[src/pkg/agsu_pkg.sv]
// Shared constants for the address generation and stack unit
package agsu_pkg;
    localparam int PC_W = 15;
    localparam int STACK_DEPTH = 16;
    localparam int STACK_W = 53;
    localparam int SP_W = 4;
    localparam int NIB_W = 4;
    localparam int RAM_ADDR_W = 13;
    localparam int LUT_ADDR_W = 16;
    localparam int MASK_W = 8;
    localparam int NUM_IRQ = 8;
    localparam logic [14:0] RESET_VECTOR = 15'h0000;
    localparam logic [14:0] IRQ_VECTOR_BASE = 15'h0004;
    localparam logic [14:0] CODE_START = 15'h0024;
    localparam logic [14:0] LUT_BASE = 15'h4000;
    localparam logic [14:0] PAGE_SPAN = 15'h0800;
    localparam logic [3:0] CODE_PAGE_RESET = 4'h0;
    localparam logic [3:0] RAM_PAGE_RESET = 4'h0;
    localparam logic [3:0] WORKREG_PAGE_RESET = 4'h0;
    localparam logic [3:0] BANK_LOW_RESET = 4'h0;
    localparam logic [1:0] BANK_HIGH_RESET = 2'h0;
    localparam logic [3:0] LOOKUP_PTR_RESET = 4'h0;
    localparam int MASK_TABLE = 0;
    localparam int MASK_BANK = 1;
    localparam int MASK_WORKREG = 2;
    localparam int MASK_CODE_PAGE = 3;
    localparam int MASK_RAM_PAGE = 4;
    localparam int MASK_ACC = 5;
    localparam int MASK_CARRY = 6;
    // Stack entry field positions (lsb)
    localparam int ST_PC = 0;
    localparam int ST_TAB = 15;
    localparam int ST_BKL = 31;
    localparam int ST_BKH = 35;
    localparam int ST_WRP = 37;
    localparam int ST_CPG = 41;
    localparam int ST_RPG = 45;
    localparam int ST_ACC = 48;
    localparam int ST_CF = 52;
endpackage

[src/hdl/lifo_stack.sv]
// Sixteen-level wrapping LIFO used for context save
`timescale 1ns/1ns
`default_nettype none
module lifo_stack (
    input wire logic sys_clk_i,
    input wire logic rst_i,
    input wire logic push_i,
    input wire logic pop_i,
    input wire logic [agsu_pkg::STACK_W-1:0] push_data_i,
    output logic [agsu_pkg::STACK_W-1:0] top_data_o
);
    logic [agsu_pkg::STACK_W-1:0] mem [agsu_pkg::STACK_DEPTH];
    logic [agsu_pkg::SP_W-1:0] sp;

    // Pointer wraps at sixteen, oldest entry is overwritten, no overflow flag
    always_ff @(posedge sys_clk_i) begin
        if (rst_i) begin
            sp <= '0;
        end else if (push_i) begin
            sp <= sp + 4'h1;
        end else if (pop_i) begin
            sp <= sp - 4'h1;
        end
    end

    always_ff @(posedge sys_clk_i) begin
        if (push_i) begin
            mem[sp] <= push_data_i;
        end
    end

    assign top_data_o = mem[sp - 4'h1];
endmodule
`default_nettype wire

[src/hdl/addr_gen_stack_unit.sv]
// Program counter, vectors, context stack and ROM/RAM address generation
// Operation
// - 15-bit program counter over 32K words
// - Reset and interrupt load vector directly
// - Addresses 0000h-0023h reserved for vectors
// - Eight vectors four apart, fixed priority
// - Stack is 16 by 53 bits LIFO
// - Call or interrupt pushes full context
// - Plain return restores program counter only
// - Masked return restores selected fields too
// - Stack wraps, overwrites oldest, no overflow
// - Sixteen 2K pages from code page register
// - Conditional branches stay in current page
// - Lookup table at 4000h-7FFFh, nibble elements
// - Four pointer nibbles form element address
// - Element address is four times offset word
// - RAM is 40 banks of 128 nibbles
// - Indirect address from banks, page, pointer
// - Eight RAM pages, page bit 3 reserved
// - Working registers map onto banks 0 and 1
// - Workreg page selects sixteen-register window
// - Immediate logic ops only target working registers
// - Direct address is banks plus 7-bit offset
// - Workreg address is page and register number
`timescale 1ns/1ns
`default_nettype none
module addr_gen_stack_unit (
    input wire logic sys_clk_i,
    input wire logic rst_i,
    input wire logic step_i,
    input wire logic jump_i,
    input wire logic call_i,
    input wire logic branch_i,
    input wire logic [10:0] target_i,
    input wire logic [agsu_pkg::NUM_IRQ-1:0] irq_req_i,
    input wire logic return_op_i,
    input wire logic masked_return_op_i,
    input wire logic [agsu_pkg::MASK_W-1:0] return_mask_i,
    input wire logic wr_code_page_sel_i,
    input wire logic wr_ram_page_sel_i,
    input wire logic wr_workreg_page_sel_i,
    input wire logic wr_bank_select_low_i,
    input wire logic wr_bank_select_high_i,
    input wire logic [3:0] wr_lookup_ptr_i,
    input wire logic [3:0] wr_data_i,
    input wire logic [3:0] acc_i,
    input wire logic carry_flag_i,
    input wire logic [6:0] direct_offset_i,
    input wire logic [3:0] target_workreg_i,
    input wire logic [3:0] pointer_workreg_value_i,
    input wire logic lookup_read_op_i,
    input wire logic [1:0] ram_mode_i,
    input wire logic imm_logic_op_i,
    input wire logic [15:0] rom_data_i,
    output logic [agsu_pkg::PC_W-1:0] pc_o,
    output logic [agsu_pkg::PC_W-1:0] rom_addr_o,
    output logic [agsu_pkg::RAM_ADDR_W-1:0] ram_addr_o,
    output logic [3:0] lookup_nibble_o,
    output logic lookup_wr_o,
    output logic [3:0] code_page_sel_o,
    output logic [3:0] ram_page_sel_o,
    output logic [3:0] workreg_page_sel_o,
    output logic [3:0] bank_select_low_o,
    output logic [1:0] bank_select_high_o,
    output logic [15:0] lookup_addr_o,
    output logic restore_acc_o,
    output logic [3:0] acc_restore_o,
    output logic restore_carry_o,
    output logic carry_restore_o,
    output logic bank_error_o
);
    // ------------------------------------------------------------
    // Registers
    // ------------------------------------------------------------
    logic [14:0] pc;
    logic [3:0] code_page_sel;
    logic [3:0] ram_page_sel;
    logic [3:0] workreg_page_sel;
    logic [3:0] bank_select_low;
    logic [1:0] bank_select_high;
    logic [3:0] lookup_ptr_n0;
    logic [3:0] lookup_ptr_n1;
    logic [3:0] lookup_ptr_n2;
    logic [3:0] lookup_ptr_n3;
    logic [agsu_pkg::STACK_W-1:0] push_word;
    logic [agsu_pkg::STACK_W-1:0] top_word;
    logic irq_take;
    logic [2:0] irq_idx;
    logic push;
    logic pop;
    logic [14:0] next_pc;
    logic [15:0] lut_addr;
    logic [12:0] next_ram_addr;
    logic [7:0] mask;
    logic lookup_wr_pend;

    // ------------------------------------------------------------
    // Interrupt priority
    // ------------------------------------------------------------
    always_comb begin
        irq_take = 1'b0;
        irq_idx = 3'h0;
        for (int i = agsu_pkg::NUM_IRQ - 1; i >= 0; i--) begin
            if (irq_req_i[i]) begin
                irq_take = 1'b1;
                irq_idx = 3'(i);
            end
        end
    end

    assign push = step_i && (call_i || irq_take);
    assign pop = step_i && !irq_take && (return_op_i || masked_return_op_i);
    assign mask = masked_return_op_i ? return_mask_i : 8'h00;

    // Context word pushed on call or interrupt entry
    assign push_word = {carry_flag_i, acc_i, ram_page_sel[2:0], code_page_sel, workreg_page_sel,
                        bank_select_high, bank_select_low, lookup_ptr_n3, lookup_ptr_n2,
                        lookup_ptr_n1, lookup_ptr_n0,
                        (call_i && !irq_take) ? pc + 15'h1 : next_pc};

    lifo_stack u_stack (
        .sys_clk_i(sys_clk_i),
        .rst_i(rst_i),
        .push_i(push),
        .pop_i(pop),
        .push_data_i(push_word),
        .top_data_o(top_word)
    );

    // ------------------------------------------------------------
    // Program counter
    // ------------------------------------------------------------
    always_comb begin
        next_pc = pc + 15'h1;
        if (jump_i || call_i) begin
            next_pc = {code_page_sel, target_i};
        end else if (branch_i) begin
            next_pc = {pc[14:11], target_i};
        end
    end

    always_ff @(posedge sys_clk_i) begin
        if (rst_i) begin
            pc <= agsu_pkg::RESET_VECTOR;
        end else if (step_i) begin
            if (irq_take) begin
                pc <= agsu_pkg::IRQ_VECTOR_BASE + {10'h0, irq_idx, 2'h0};
            end else if (pop) begin
                pc <= top_word[agsu_pkg::ST_PC +: 15];
            end else if (!lookup_read_op_i) begin
                pc <= next_pc;
            end
        end
    end

    // ------------------------------------------------------------
    // Page and bank registers
    // ------------------------------------------------------------
    always_ff @(posedge sys_clk_i) begin
        if (rst_i) begin
            code_page_sel <= agsu_pkg::CODE_PAGE_RESET;
        end else if (pop && mask[agsu_pkg::MASK_CODE_PAGE]) begin
            code_page_sel <= top_word[agsu_pkg::ST_CPG +: 4];
        end else if (wr_code_page_sel_i) begin
            code_page_sel <= wr_data_i;
        end
    end

    always_ff @(posedge sys_clk_i) begin
        if (rst_i) begin
            ram_page_sel <= agsu_pkg::RAM_PAGE_RESET;
        end else if (pop && mask[agsu_pkg::MASK_RAM_PAGE]) begin
            ram_page_sel <= {1'b0, top_word[agsu_pkg::ST_RPG +: 3]};
        end else if (wr_ram_page_sel_i) begin
            ram_page_sel <= {1'b0, wr_data_i[2:0]};
        end
    end

    always_ff @(posedge sys_clk_i) begin
        if (rst_i) begin
            workreg_page_sel <= agsu_pkg::WORKREG_PAGE_RESET;
        end else if (pop && mask[agsu_pkg::MASK_WORKREG]) begin
            workreg_page_sel <= top_word[agsu_pkg::ST_WRP +: 4];
        end else if (wr_workreg_page_sel_i) begin
            workreg_page_sel <= wr_data_i;
        end
    end

    always_ff @(posedge sys_clk_i) begin
        if (rst_i) begin
            bank_select_low <= agsu_pkg::BANK_LOW_RESET;
            bank_select_high <= agsu_pkg::BANK_HIGH_RESET;
        end else if (pop && mask[agsu_pkg::MASK_BANK]) begin
            bank_select_low <= top_word[agsu_pkg::ST_BKL +: 4];
            bank_select_high <= top_word[agsu_pkg::ST_BKH +: 2];
        end else begin
            if (wr_bank_select_low_i) begin
                bank_select_low <= wr_data_i;
            end
            if (wr_bank_select_high_i) begin
                bank_select_high <= wr_data_i[1:0];
            end
        end
    end

    always_ff @(posedge sys_clk_i) begin
        if (rst_i) begin
            lookup_ptr_n0 <= agsu_pkg::LOOKUP_PTR_RESET;
            lookup_ptr_n1 <= agsu_pkg::LOOKUP_PTR_RESET;
            lookup_ptr_n2 <= agsu_pkg::LOOKUP_PTR_RESET;
            lookup_ptr_n3 <= agsu_pkg::LOOKUP_PTR_RESET;
        end else if (pop && mask[agsu_pkg::MASK_TABLE]) begin
            lookup_ptr_n0 <= top_word[agsu_pkg::ST_TAB +: 4];
            lookup_ptr_n1 <= top_word[agsu_pkg::ST_TAB + 4 +: 4];
            lookup_ptr_n2 <= top_word[agsu_pkg::ST_TAB + 8 +: 4];
            lookup_ptr_n3 <= top_word[agsu_pkg::ST_TAB + 12 +: 4];
        end else begin
            if (wr_lookup_ptr_i[0]) begin
                lookup_ptr_n0 <= wr_data_i;
            end
            if (wr_lookup_ptr_i[1]) begin
                lookup_ptr_n1 <= wr_data_i;
            end
            if (wr_lookup_ptr_i[2]) begin
                lookup_ptr_n2 <= wr_data_i;
            end
            if (wr_lookup_ptr_i[3]) begin
                lookup_ptr_n3 <= wr_data_i;
            end
        end
    end

    // ------------------------------------------------------------
    // Address generation
    // ------------------------------------------------------------
    assign lut_addr = {lookup_ptr_n3, lookup_ptr_n2, lookup_ptr_n1, lookup_ptr_n0};

    always_comb begin
        case (ram_mode_i)
            2'h1: next_ram_addr = {5'h00, workreg_page_sel, target_workreg_i};
            2'h2: next_ram_addr = {bank_select_high, bank_select_low, ram_page_sel[2:0],
                                   pointer_workreg_value_i};
            default: next_ram_addr = {bank_select_high, bank_select_low, direct_offset_i};
        endcase
        // Immediate logic operations are forced onto the working register window
        if (imm_logic_op_i) begin
            next_ram_addr = {5'h00, workreg_page_sel, target_workreg_i};
        end
    end

    always_ff @(posedge sys_clk_i) begin
        if (rst_i) begin
            ram_addr_o <= '0;
            rom_addr_o <= agsu_pkg::RESET_VECTOR;
            lookup_addr_o <= '0;
            bank_error_o <= 1'b0;
        end else begin
            ram_addr_o <= next_ram_addr;
            // Table reads fetch word (addr/4 + 4000h)
            rom_addr_o <= lookup_read_op_i ? (agsu_pkg::LUT_BASE | {1'b0, lut_addr[15:2]}) : pc;
            lookup_addr_o <= lut_addr;
            bank_error_o <= ({bank_select_high, bank_select_low} > 6'h27);
        end
    end

    // Nibble select from the fetched word; written to RAM next cycle
    always_ff @(posedge sys_clk_i) begin
        if (rst_i) begin
            lookup_nibble_o <= '0;
            lookup_wr_pend <= 1'b0;
            lookup_wr_o <= 1'b0;
        end else begin
            // Strobe waits one cycle so it stands together with the nibble
            lookup_wr_pend <= lookup_read_op_i;
            lookup_wr_o <= lookup_wr_pend;
            lookup_nibble_o <= rom_data_i[{lookup_addr_o[1:0], 2'b00} +: 4];
        end
    end

    // Registered views and restore strobes for the accumulator and carry
    always_ff @(posedge sys_clk_i) begin
        if (rst_i) begin
            pc_o <= agsu_pkg::RESET_VECTOR;
            code_page_sel_o <= '0;
            ram_page_sel_o <= '0;
            workreg_page_sel_o <= '0;
            bank_select_low_o <= '0;
            bank_select_high_o <= '0;
            restore_acc_o <= 1'b0;
            acc_restore_o <= '0;
            restore_carry_o <= 1'b0;
            carry_restore_o <= 1'b0;
        end else begin
            pc_o <= pc;
            code_page_sel_o <= code_page_sel;
            ram_page_sel_o <= ram_page_sel;
            workreg_page_sel_o <= workreg_page_sel;
            bank_select_low_o <= bank_select_low;
            bank_select_high_o <= bank_select_high;
            restore_acc_o <= pop && mask[agsu_pkg::MASK_ACC];
            acc_restore_o <= top_word[agsu_pkg::ST_ACC +: 4];
            restore_carry_o <= pop && mask[agsu_pkg::MASK_CARRY];
            carry_restore_o <= top_word[agsu_pkg::ST_CF];
        end
    end
endmodule
`default_nettype wire

[config.mk]
export PLATFORM = sky130hd
export DESIGN_NAME = addr_gen_stack_unit
export DESIGN_NICKNAME = d
export VERILOG_FILES = /design/src/pkg/agsu_pkg.sv /design/src/hdl/lifo_stack.sv /design/src/hdl/addr_gen_stack_unit.sv
export SDC_FILE = /design/constraint.sdc
export NUM_CORES = 1
export LEC_CHECK = 0
export ABC_AREA = 0
export BUFFER_PORTS_ARGS = -buffer_cell sky130_fd_sc_hd__buf_2
export CAP_MARGIN = 20
export CORE_UTILIZATION = 50
export DETAILED_ROUTE_END_ITERATION = 7
export GPL_TIMING_DRIVEN = 1
export PLACE_DENSITY = 0.71
export SETUP_SLACK_MARGIN = 0.1
export SKIP_CTS_REPAIR_TIMING = 1
export SYNTH_ARGS = -nofsm -noshare
export SYNTH_HDL_FRONTEND = slang
export SYNTH_SLANG_ARGS = --single-unit
[constraint.sdc]
create_clock -name sys_clk_i -period 5.6 [get_ports sys_clk_i]
set_input_delay 0.84 -clock sys_clk_i [delete_from_list [all_inputs] [get_ports sys_clk_i]]
set_output_delay 0.84 -clock sys_clk_i [all_outputs]
set_load 0.05 [all_outputs]
==> results.sh, run 1 <==
export IMPL_synth_ff_type="edfxtp_1"
export IMPL_tritoncts="built"
export IMPL_fmax_ghz=0.274
export IMPL_cts_path_max_buffers=3
export IMPL_rr_endpoint="lookup_ptr_n3[0]"
export IMPL_cts_clk_slew_worst_paths_ps=60
export IMPL_drive_above_1_share_pct=29.6
export IMPL_worst_slew_pin_slew_ps=1190
export IMPL_synth_area_um2=38100
export IMPL_yosys_area_share_simple_pct=4.10
export IMPL_multi_input_area_um2=9390
export IMPL_drtPass1Iterations=5
export IMPL_layout_filler_cells=5328
export IMPL_critPathMaxFanout=67
export IMPL_reg2reg_depth=7
export IMPL_ys_seq_elements=990
export IMPL_synth_edff_count=848
export IMPL_skew_ps=48.1
export IMPL_final_common_cell="edfxtp_1"
export IMPL_crit_chain="inv_1 > ha_4 > buf_12 > mux4_2 > mux4_2 > nor2_1 > a211oi_1"
export IMPL_synthCells=1916
export IMPL_synth_top_family_by_area="multiplexers"
export IMPL_crit_buf_inv=2
export IMPL_ys_warn_count=0
export IMPL_p_per_area_nw_per_um2=371
export IMPL_portBuffers=175
export IMPL_fin_crit_sh_pct=65.3
export IMPL_antenna_cells=0
export IMPL_htreeDepth=3
export IMPL_grt_overflow_total=0
export IMPL_routed_wirelength_um=91200
export IMPL_avgRoutedWirePerCell_um=28.7
export IMPL_critical_path_top_delay_family="multiplexers"
export IMPL_gp_congestion=0.931
export IMPL_synthToLayoutAreaGrowth_pct=14.3
export IMPL_crit_type="reg -> reg"
export IMPL_period_needed_ps=3660
export IMPL_ant_nets=0
export IMPL_cpMostUsedCell="mux4_2"
export IMPL_vdd_drop_max_mv=0.276
export IMPL_syn_area_per_cell_um2=19.9
export IMPL_synthArstFlopShare_pct=0
export IMPL_crit_path_end_kind="flop"
export IMPL_min_path_type="in -> reg"
export IMPL_fp_dieW_um=278
export IMPL_slew_violations=0
export IMPL_placedInstanceArea_um2=40300
export IMPL_seq_area_frac_synth_pct=74.3
export IMPL_seqCellArea_um2=28300
export IMPL_rsz0062_at_grt="no"
export IMPL_clock_latency_ps=680
export IMPL_die_h_um=278
export IMPL_core_um2=74900
export IMPL_reg2reg_setup_slack_ps=1940
export IMPL_cts_root_buf="clkbuf_16"
export IMPL_drt_iter0_drc=2520
export IMPL_start_util_pct=50.8
export IMPL_syn_nets=2013
export IMPL_antenna_found_initial=4
export IMPL_synth_compound_area_share_pct=2.52
export IMPL_track_usage_pct=23.9
export IMPL_finalSetupTns_ps=0
export IMPL_cts_sinks=990
export IMPL_worst_setup_path_start_kind="flop"
export IMPL_hold_viol=0
export IMPL_grt_max_degree=106
export IMPL_setup_viol=0
export IMPL_fin_util_pct=58.1
export IMPL_post_dp_hpwl_um=50000
export IMPL_cts_made_buffers=98
export IMPL_nNetsFinal=2222
export IMPL_synth_area_mux_share_pct=16.9
export IMPL_r2r_start="u_stack.sp[0]"
export IMPL_worstHoldStart="target_workreg_i[3]"
export IMPL_synth_adder_area_share_pct=0.295
export IMPL_grt_pass1_vias=20600
export IMPL_slew_headroom_pct=20.5
export IMPL_num_vias=19900
export IMPL_num_rows=100
export IMPL_min_to="ram_addr_o[3]"
export IMPL_p_leak_uw=0.0144
export IMPL_cpMaxStageDelayCell="ha_4"
export IMPL_critPathArrivalTime_ps=4150
export IMPL_final_cell_mix="edfxtp_1 (848), mux4_2 (252), buf_2 (174)"
export IMPL_synth_xor_area_share_pct=0.345
export IMPL_vias_per_cell=6.28
export IMPL_io_pins=178
export IMPL_fp_dieArea_um2=77300
export IMPL_outcome="finished, final reports clean"
export IMPL_whs_path_depth=3
export IMPL_synthDistinctLibCells=65
export IMPL_cpPeakStageDelay_ps=840
export IMPL_critPathRequiredTime_ps=6100
export IMPL_max_cap_violations=0
export IMPL_postLayoutCellArea_um2=43500
export IMPL_grt_pass1_wl_um=134000
export IMPL_drc=0
## power by group
| group | internal [uW] | switching [uW] |
|---|---|---|
| combinational | 661 | 821 |
| clock | 3580 | 2810 |
| sequential | 8150 | 121 |
| total | 12400 | 3750 |
## tightest hold or removal path, delay by kind of cell
kind / cells / cell delay (ps)
AOI/OAI and AO/OA: 1 / 60
and+or+nand+nor: 1 / 40
buffers and inverters: 1 / 90
## cell usage after synthesis (21+ instances only)
library cell,n,area (um^2)
a211oi_1,51,383
a21oi_1,21,105
buf_2,34,170
clkbuf_1,52,195
dfxtp_1,142,2840
edfxtp_1,848,25500
mux2i_1,75,751
mux4_2,252,5680
nand2_1,47,176
nand3_1,22,110
nor2_1,110,413
nor2b_1,56,350
## flip-flops by register name, summed over array words and instances, names as in the netlist, 13 cells and up
| name | count |
|---|---|
| pc | 15 |
| pc_o | 15 |
| rom_addr_o | 15 |
| lookup_addr_o | 16 |
| u_stack.mem | 848 |
| ram_addr_o | 13 |
## stage by stage
stage               total power [uW]  hold WS, ps  std cells  setup WS [ps]
finish                         16100          401       3176           1940
global route                   16600          389       3176           1740
CTS                            16200          359       3169           1910
detailed placement              9910          430       2987           1700
global placement                9880          428       2986           1830
floorplan                       9460          414       1916           1110
## cell type report
class | count | area share [%]
Clock inverter | 57 | 1.27
Timing Repair Buffer | 223 | 3.24
Clock buffer | 125 | 6.01
Multi-Input combinational cell | 800 | 21.6
Sequential cell | 990 | 65.0
Tap cell | 969 | 2.78
Inverter | 12 | 0.103
## how the worst max path moves through the flow
stage	cells past startpoint	slack, ps	end	from
final	7	1940	lookup_ptr_n3[0]	u_stack.sp[0]
after global routing	7	1740	workreg_page_sel[3]	u_stack.sp[0]
after CTS	7	1910	lookup_ptr_n0[1]	u_stack.sp[0]
after detailed placement	4	1700	u_stack.mem[14][13]	irq_req_i[0]
after global placement	4	1830	u_stack.mem[13][13]	irq_req_i[0]
after floorplan	5	1110	u_stack.mem[12][0]	call_i
## per-layer routing
metal | part of all wire (%) | global-route usage [%] | vias to the layer above | wire, um
li1 | - | - | 8222 | -
met1 | 41 | 34.4 | 10500 | 37100
met2 | 47 | 37.1 | 1063 | 42900
met3 | 9.4 | 4.71 | 186 | 8550
met4 | 2.8 | 7.83 | 0 | 2540
met5 | 0 | 0 | - | 0
## cells by family after synthesis
family / after synthesis
AO/OA/AOI/OAI: 135
buffers and inverters: 126
other: 1
AND/OR/NAND/NOR: 312
multiplexers: 328
adder cells (fa/ha/maj): 9
XOR/XNOR: 15
flip-flops: 990
(Power assumes the default switching activity.)
==> inputs of run 2 (changes only) <==
--- a/config.mk
+++ b/config.mk
@@ -11,7 +11,7 @@
 export CORE_UTILIZATION = 50
 export DETAILED_ROUTE_END_ITERATION = 7
 export GPL_TIMING_DRIVEN = 1
-export PLACE_DENSITY = 0.71
+export PLACE_DENSITY = 0.68
 export SETUP_SLACK_MARGIN = 0.1
 export SKIP_CTS_REPAIR_TIMING = 1
 export SYNTH_ARGS = -nofsm -noshare
==> constraint.sdc (replaced) <==
create_clock -name sys_clk_i -period 3.6 [get_ports sys_clk_i]
set_input_delay 0.54 -clock sys_clk_i [delete_from_list [all_inputs] [get_ports sys_clk_i]]
set_output_delay 0.54 -clock sys_clk_i [all_outputs]
set_load 0.05 [all_outputs]
==> run 2 against run 1 <==
Count of clock-buffer cells in the layout increased by 7; fmax up 22%; first-iteration DRC count shrank 23%; critical path depth unchanged; clock power increased by 61%; die area did not move; wire length is 0.53% lower; register-to-register slack got worse by 1400 ps; global-route usage decreased by 0.15 points; cell count is 1.1% higher; sequential share of layout area fell by 0.90 points; critical path type unchanged; largest power group unchanged.
==> results.sh, run 2 (synthesis gave the netlist of run 1 again) <==
export IMPL_power_uw=25600
export IMPL_crit_chain="inv_1 > ha_4 > buf_4 > mux4_2 > mux2_2 > o21ai_0 > o21ai_0"
export IMPL_drive_above_1_share_pct=30.7
export IMPL_core_um2=74900
export IMPL_largestRegisters="u_stack.mem: 848 flops, lookup_addr_o: 16 flops"
export IMPL_synthToLayoutAreaGrowth_pct=15.9
export IMPL_gp_congestion=0.888
export IMPL_cts_sinks=990
export IMPL_cpMaxStageDelayCell="ha_4"
export IMPL_critPathArrivalTime_ps=3540
export IMPL_skew_ps=49.1
export IMPL_vias_per_cell=6.12
export IMPL_rsz0062_at_grt="no"
export IMPL_start_util_pct=50.8
export IMPL_grt_pass1_wl_um=133000
export IMPL_crit_type="reg -> reg"
export IMPL_cts_path_max_buffers=3
export IMPL_grt_overflow_total=0
export IMPL_io_pins=178
export IMPL_ant_nets=0
export IMPL_p_per_area_nw_per_um2=580
export IMPL_setup_viol=0
export IMPL_min_path_type="in -> reg"
export IMPL_track_usage_pct=23.8
export IMPL_fmax_ghz=0.333
export IMPL_htreeDepth=3
export IMPL_critical_path_top_delay_family="adder cells"
export IMPL_r2r_start="u_stack.sp[1]"
export IMPL_cpMostUsedCell="o21ai_0"
export IMPL_fp_dieArea_um2=77300
export IMPL_clock_latency_ps=680
export IMPL_routed_wirelength_um=90700
export IMPL_num_vias=19600
export IMPL_die_h_um=278
export IMPL_slew_headroom_pct=28.8
export IMPL_drc=0
export IMPL_final_cell_mix="edfxtp_1 (848), mux4_2 (252), buf_2 (174)"
export IMPL_stdcell_count=3210
export IMPL_worst_slew_pin_slew_ps=1040
export IMPL_period_needed_ps=3010
export IMPL_cts_root_buf="clkbuf_16"
export IMPL_outcome="finished, final reports clean"
export IMPL_cts_clk_slew_worst_paths_ps=60
export IMPL_tritoncts="built"
export IMPL_critPathMaxFanout=31
export IMPL_fp_dieW_um=278
export IMPL_cpPeakStageDelay_ps=760
export IMPL_startpoint="u_stack.sp[1]"
export IMPL_crit_path_end_kind="flop"
export IMPL_dp_cells=3025
export IMPL_nNetsFinal=2256
export IMPL_portBuffers=175
export IMPL_p_leak_uw=0.0147
export IMPL_drt_iter0_drc=1940
export IMPL_post_dp_hpwl_um=52100
export IMPL_max_cap_violations=0
export IMPL_largest_reg_flops=848
export IMPL_regMostFlops="u_stack.mem"
export IMPL_antenna_found_initial=3
export IMPL_fin_crit_sh_pct=83.5
export IMPL_num_rows=100
export IMPL_worst_setup_path_start_kind="flop"
export IMPL_slew_violations=0
export IMPL_cts_made_buffers=98
export IMPL_worstHoldStart="target_workreg_i[1]"
export IMPL_crit_buf_inv=2
export IMPL_fin_util_pct=58.9
export IMPL_avgRoutedWirePerCell_um=28.3
export IMPL_critPathRequiredTime_ps=4140
export IMPL_grt_max_degree=74
export IMPL_grt_pass1_vias=20200
export IMPL_vdd_drop_max_mv=0.399
export IMPL_hold_viol=0
export IMPL_drtPass1Iterations=5
export IMPL_final_common_cell="edfxtp_1"
## run 2: tightest hold or removal path: cells and delay by family
kind / cells / cell delay, ps
AOI/OAI and AO/OA: 1 / 50
and+or+nand+nor: 1 / 30
buffers and inverters: 1 / 70
## run 2: path summary, 6_finish.rpt
kind | to | slack (ps) | cells past startpoint
max | pc[8] | 590 | 7
min | ram_addr_o[1] | 70 | 3
max reg2reg | pc[8] | 590 | 7
min reg2reg | lookup_wr_o | 440 | 1
## run 2: power by group
part | leakage, uW | internal, uW | switching [uW]
combinational | 0.00413 | 1090 | 1340
sequential | 0.00891 | 12700 | 160
clock | 0.00161 | 6020 | 4310
total | 0.0147 | 19800 | 5810
## run 2: cell type report
class,instances,area [um^2]
Antenna cell,1,2.50
Sequential cell,990,28300
Fill cell,5379,30800
Clock buffer,132,2700
Multi-Input combinational cell,800,9390
Inverter,12,45.0
Clock inverter,49,617
Tap cell,969,1210
Timing Repair Buffer,257,1880
## run 2: routing by layer
layer | wire (um) | track usage (%) | vias up | part of all wire, %
met2 | 43100 | 37.4 | 821 | 48
li1 | - | - | 8294 | -
met4 | 2370 | 7.24 | 2 | 2.6
met1 | 38200 | 33.7 | 10400 | 42
met5 | 7 | 0 | - | 0.0077
met3 | 6990 | 5.00 | 146 | 7.7
## run 2: through the flow
| step | area [um^2] | worst slack (ps) | TNS (ps) | hold WS, ps |
|---|---|---|---|---|
| floorplan | 38100 | -729 | -510660 | 414 |
| global placement | 40800 | 440 | 0 | 419 |
| detailed placement | 40800 | 211 | 0 | 430 |
| CTS | 44100 | 578 | 0 | 45.3 |
| global route | 44200 | 361 | 0 | 83.6 |
| finish | 44200 | 593 | 0 | 67.8 |
==> inputs of run 3 (changes only) <==
--- a/config.mk
+++ b/config.mk
@@ -5,13 +5,13 @@
 export SDC_FILE = /design/constraint.sdc
 export NUM_CORES = 1
 export LEC_CHECK = 0
-export ABC_AREA = 0
+export ABC_AREA = 1
 export BUFFER_PORTS_ARGS = -buffer_cell sky130_fd_sc_hd__buf_2
 export CAP_MARGIN = 20
 export CORE_UTILIZATION = 50
 export DETAILED_ROUTE_END_ITERATION = 7
 export GPL_TIMING_DRIVEN = 1
-export PLACE_DENSITY = 0.68
+export PLACE_DENSITY = 0.7
 export SETUP_SLACK_MARGIN = 0.1
 export SKIP_CTS_REPAIR_TIMING = 1
 export SYNTH_ARGS = -nofsm -noshare
==> constraint.sdc (replaced) <==
create_clock -name sys_clk_i -period 2.6 [get_ports sys_clk_i]
set_input_delay 0.39 -clock sys_clk_i [delete_from_list [all_inputs] [get_ports sys_clk_i]]
set_output_delay 0.39 -clock sys_clk_i [all_outputs]
set_load 0.05 [all_outputs]
==> run 3 against run 2 <==
The run now ends with hold timing left; total power rose by 41%; non-clock buffer count up 48; wire length increased by 20%; critical path type unchanged; cell count rose by 52%; die area up 5.4%; sequential power up 39%; highest routed layer unchanged; clock power up 36%; clock skew fell by 3.6 ps; cell area up 4.8%; flip-flop and latch count unchanged; setup slack got worse by 320 ps.
==> results.sh, run 3 <==
export IMPL_postLayoutCellArea_um2=46300
export IMPL_grt_pass1_vias=26500
export IMPL_critPathMaxFanout=9
export IMPL_worstHoldStart="rom_data_i[15]"
export IMPL_cpMostUsedCell="nand2_1"
export IMPL_drive_above_1_share_pct=13.1
export IMPL_worst_slew_pin_slew_ps=965
export IMPL_synth_area_um2=40200
export IMPL_core_um2=79300
export IMPL_synthToLayoutAreaGrowth_pct=15.2
export IMPL_worst_setup_path_start_kind="flop"
export IMPL_crit_type="reg -> reg"
export IMPL_failed_checks="hold timing"
export IMPL_post_dp_hpwl_um=62700
export IMPL_min_to="lookup_nibble_o[3]"
export IMPL_grt_overflow_total=0
export IMPL_largestRegisters="u_stack.mem: 848 flops, lookup_addr_o: 16 flops"
export IMPL_synthCells=3552
export IMPL_fmax_ghz=0.429
export IMPL_synth_compound_area_share_pct=8.17
export IMPL_r2r_start="pc[0]"
export IMPL_cts_sinks=990
export IMPL_place_ws_ps=-244
export IMPL_crit_chain="ha_1 > nand2_1 > nor2_1 > nand2_1 > nand2_1 > nand3_1 > a31oi_1 > buf_4"
export IMPL_tritoncts="built"
export IMPL_cts_clk_slew_worst_paths_ps=60
export IMPL_portBuffers=175
export IMPL_crit_buf_inv=1
export IMPL_critPathArrivalTime_ps=2850
export IMPL_crit_path_end_kind="flop"
export IMPL_final_common_cell="edfxtp_1"
export IMPL_fp_dieW_um=286
export IMPL_ys_warn_count=0
export IMPL_vias_per_cell=5.74
export IMPL_largest_reg_flops=848
export IMPL_cts_made_buffers=97
export IMPL_synth_commonest_cells="edfxtp_1 (848), nor2_1 (562), nand2_1 (560)"
export IMPL_reg2reg_depth=8
export IMPL_grt_pass1_wl_um=161000
export IMPL_yosys_area_share_simple_pct=16.2
export IMPL_holdWs_ps=-3.25
export IMPL_fin_crit_sh_pct=89.6
export IMPL_outcome="finished with violations"
export IMPL_synthDistinctLibCells=42
export IMPL_hold_viol=1
export IMPL_rsz0062_at_grt="no"
export IMPL_regMostFlops="u_stack.mem"
export IMPL_nNetsFinal=3850
export IMPL_final_cell_mix="edfxtp_1 (848), nand2_1 (559), nor2_1 (546)"
export IMPL_rr_endpoint="u_stack.mem[3][8]"
export IMPL_track_usage_pct=26.3
export IMPL_min_path_type="in -> reg"
export IMPL_cts_path_max_buffers=3
export IMPL_synth_top_cells_by_area="edfxtp_1 (63%), dfxtp_1 (7.1%), nor2_1 (5.2%)"
export IMPL_cpMaxStageDelayCell="a31oi_1"
export IMPL_fin_util_pct=58.4
export IMPL_io_pins=178
export IMPL_synth_adder_area_share_pct=0.280
export IMPL_cpPeakStageDelay_ps=620
export IMPL_post_synth_top_count_cell="edfxtp_1"
export IMPL_syn_area_per_cell_um2=11.3
export IMPL_ant_nets=0
export IMPL_skew_ps=45.5
export IMPL_whs_path_depth=3
export IMPL_drtPass1Iterations=5
export IMPL_fp_dieArea_um2=81500
export IMPL_grt_max_degree=182
export IMPL_slew_headroom_pct=35.6
export IMPL_vdd_drop_max_mv=0.552
export IMPL_num_rows=103
export IMPL_ys_seq_elements=990
export IMPL_drt_iter0_drc=3463
export IMPL_reg2reg_setup_slack_ps=270
export IMPL_start_util_pct=50.7
export IMPL_synth_area_mux_share_pct=0.0498
export IMPL_p_leak_uw=0.0171
export IMPL_yosys_area_top_type_share_pct=63.4
export IMPL_stdcell_count=4891
export IMPL_gp_congestion=0.899
export IMPL_htreeDepth=3
export IMPL_max_cap_violations=0
export IMPL_clock_latency_ps=670
export IMPL_cts_root_buf="clkbuf_16"
export IMPL_layout_filler_cells=6276
export IMPL_dp_cells=4692
export IMPL_slew_violations=0
export IMPL_critical_path_top_delay_family="simple AND/OR/NAND/NOR gates"
export IMPL_antenna_found_initial=7
export IMPL_synth_xor_area_share_pct=0.0654
export IMPL_drc=0
export IMPL_power_uw=36000
export IMPL_setup_viol=0
export IMPL_placedInstanceArea_um2=42900
export IMPL_p_per_area_nw_per_um2=777
export IMPL_routed_wirelength_um=108000
export IMPL_synth_top_family_by_area="simple AND/OR/NAND/NOR gates"
export IMPL_synthArstFlopShare_pct=0
export IMPL_num_vias=28100
export IMPL_critPathRequiredTime_ps=3110
export IMPL_finalWorstSetupSlack_ps=269
export IMPL_synth_edff_count=848
export IMPL_avgRoutedWirePerCell_um=22.2
export IMPL_seq_area_frac_synth_pct=70.4
export IMPL_die_h_um=286
export IMPL_period_needed_ps=2330
export IMPL_synth_top_area_cell="edfxtp_1"
export IMPL_syn_nets=3649
export IMPL_synth_ff_type="edfxtp_1"
-- run 3: cell types whose count changed after synthesis, moves of 15 or more --
| cell | previous run | this run |
|---|---|---|
| mux2i_1 | 75 | 2 |
| inv_1 | 12 | 215 |
| o21ai_1 | 0 | 39 |
| nor2_1 | 110 | 562 |
| nand3_1 | 22 | 393 |
| a211oi_1 | 51 | 0 |
| nor2b_1 | 56 | 0 |
| buf_2 | 34 | 107 |
| a21oi_1 | 21 | 76 |
| o21ai_0 | 15 | 272 |
| nor3_1 | 19 | 4 |
| nand2_1 | 47 | 560 |
| mux4_2 | 252 | 0 |
| o211ai_1 | 5 | 143 |
-- run 3: cell type report --
| type | instances | area (um^2) | share of cell area [%] |
|---|---|---|---|
| diodes | 4 | 10.0 | 0.0216 |
| clock buffers | 152 | 2880 | 6.23 |
| clock inverters | 31 | 343 | 0.741 |
| inverters | 221 | 850 | 1.84 |
| multi-input cells | 2138 | 10100 | 21.9 |
| flip-flops and latches | 990 | 28300 | 61.2 |
| well taps | 1050 | 1310 | 2.84 |
| repair buffers | 305 | 2460 | 5.32 |
-- run 3: cells by family after synthesis --
family | count (synthesis)
mux | 2
fa+ha+maj | 9
compound gates | 567
buf+inv | 424
simple gates | 1556
flops | 990
xor+xnor | 3
other cells | 1
-- run 3: stage by stage --
step           hold WS, ps  setup TNS, ps
5_1_grt               26.5              0
2_1_floorplan          388        -200120
3_5_place_dp           397         -34550
4_1_cts              -70.6              0
6_report             -3.25              0
3_3_place_gp           395         -39160
-- run 3: worst min-delay path: stages --
cell and delay (ps):
buf_2 70, o21ai_0 60, a21oi_1 110
-- run 3: report_power, final --
group	switching [uW]	leakage, uW	internal, uW
Sequential	218	0.00891	17600
Combinational	2870	0.00658	1220
Clock	5970	0.00158	8070
-- run 3: worst max path at each step --
stage,start,end,slack (ps),cells past startpoint
2_1_floorplan,u_stack.sp[0],u_stack.mem[0][0],-470,8
3_3_place_gp,irq_req_i[3],u_stack.mem[3][8],-250,9
3_5_place_dp,irq_req_i[4],u_stack.mem[12][49],-240,13
4_1_cts,pc[0],u_stack.mem[0][12],110,7
5_1_grt,pc[0],u_stack.mem[0][8],110,8
6_report,pc[0],u_stack.mem[3][8],270,8
-- run 3: layer usage --
layer / vias up / GRT usage, % / wire, um
met5: - / 0 / 46
met4: 6 / 9.21 / 2870
met3: 185 / 5.28 / 11100
met2: 1485 / 41.6 / 50600
met1: 13600 / 36.5 / 43900
li1: 12800 / - / -
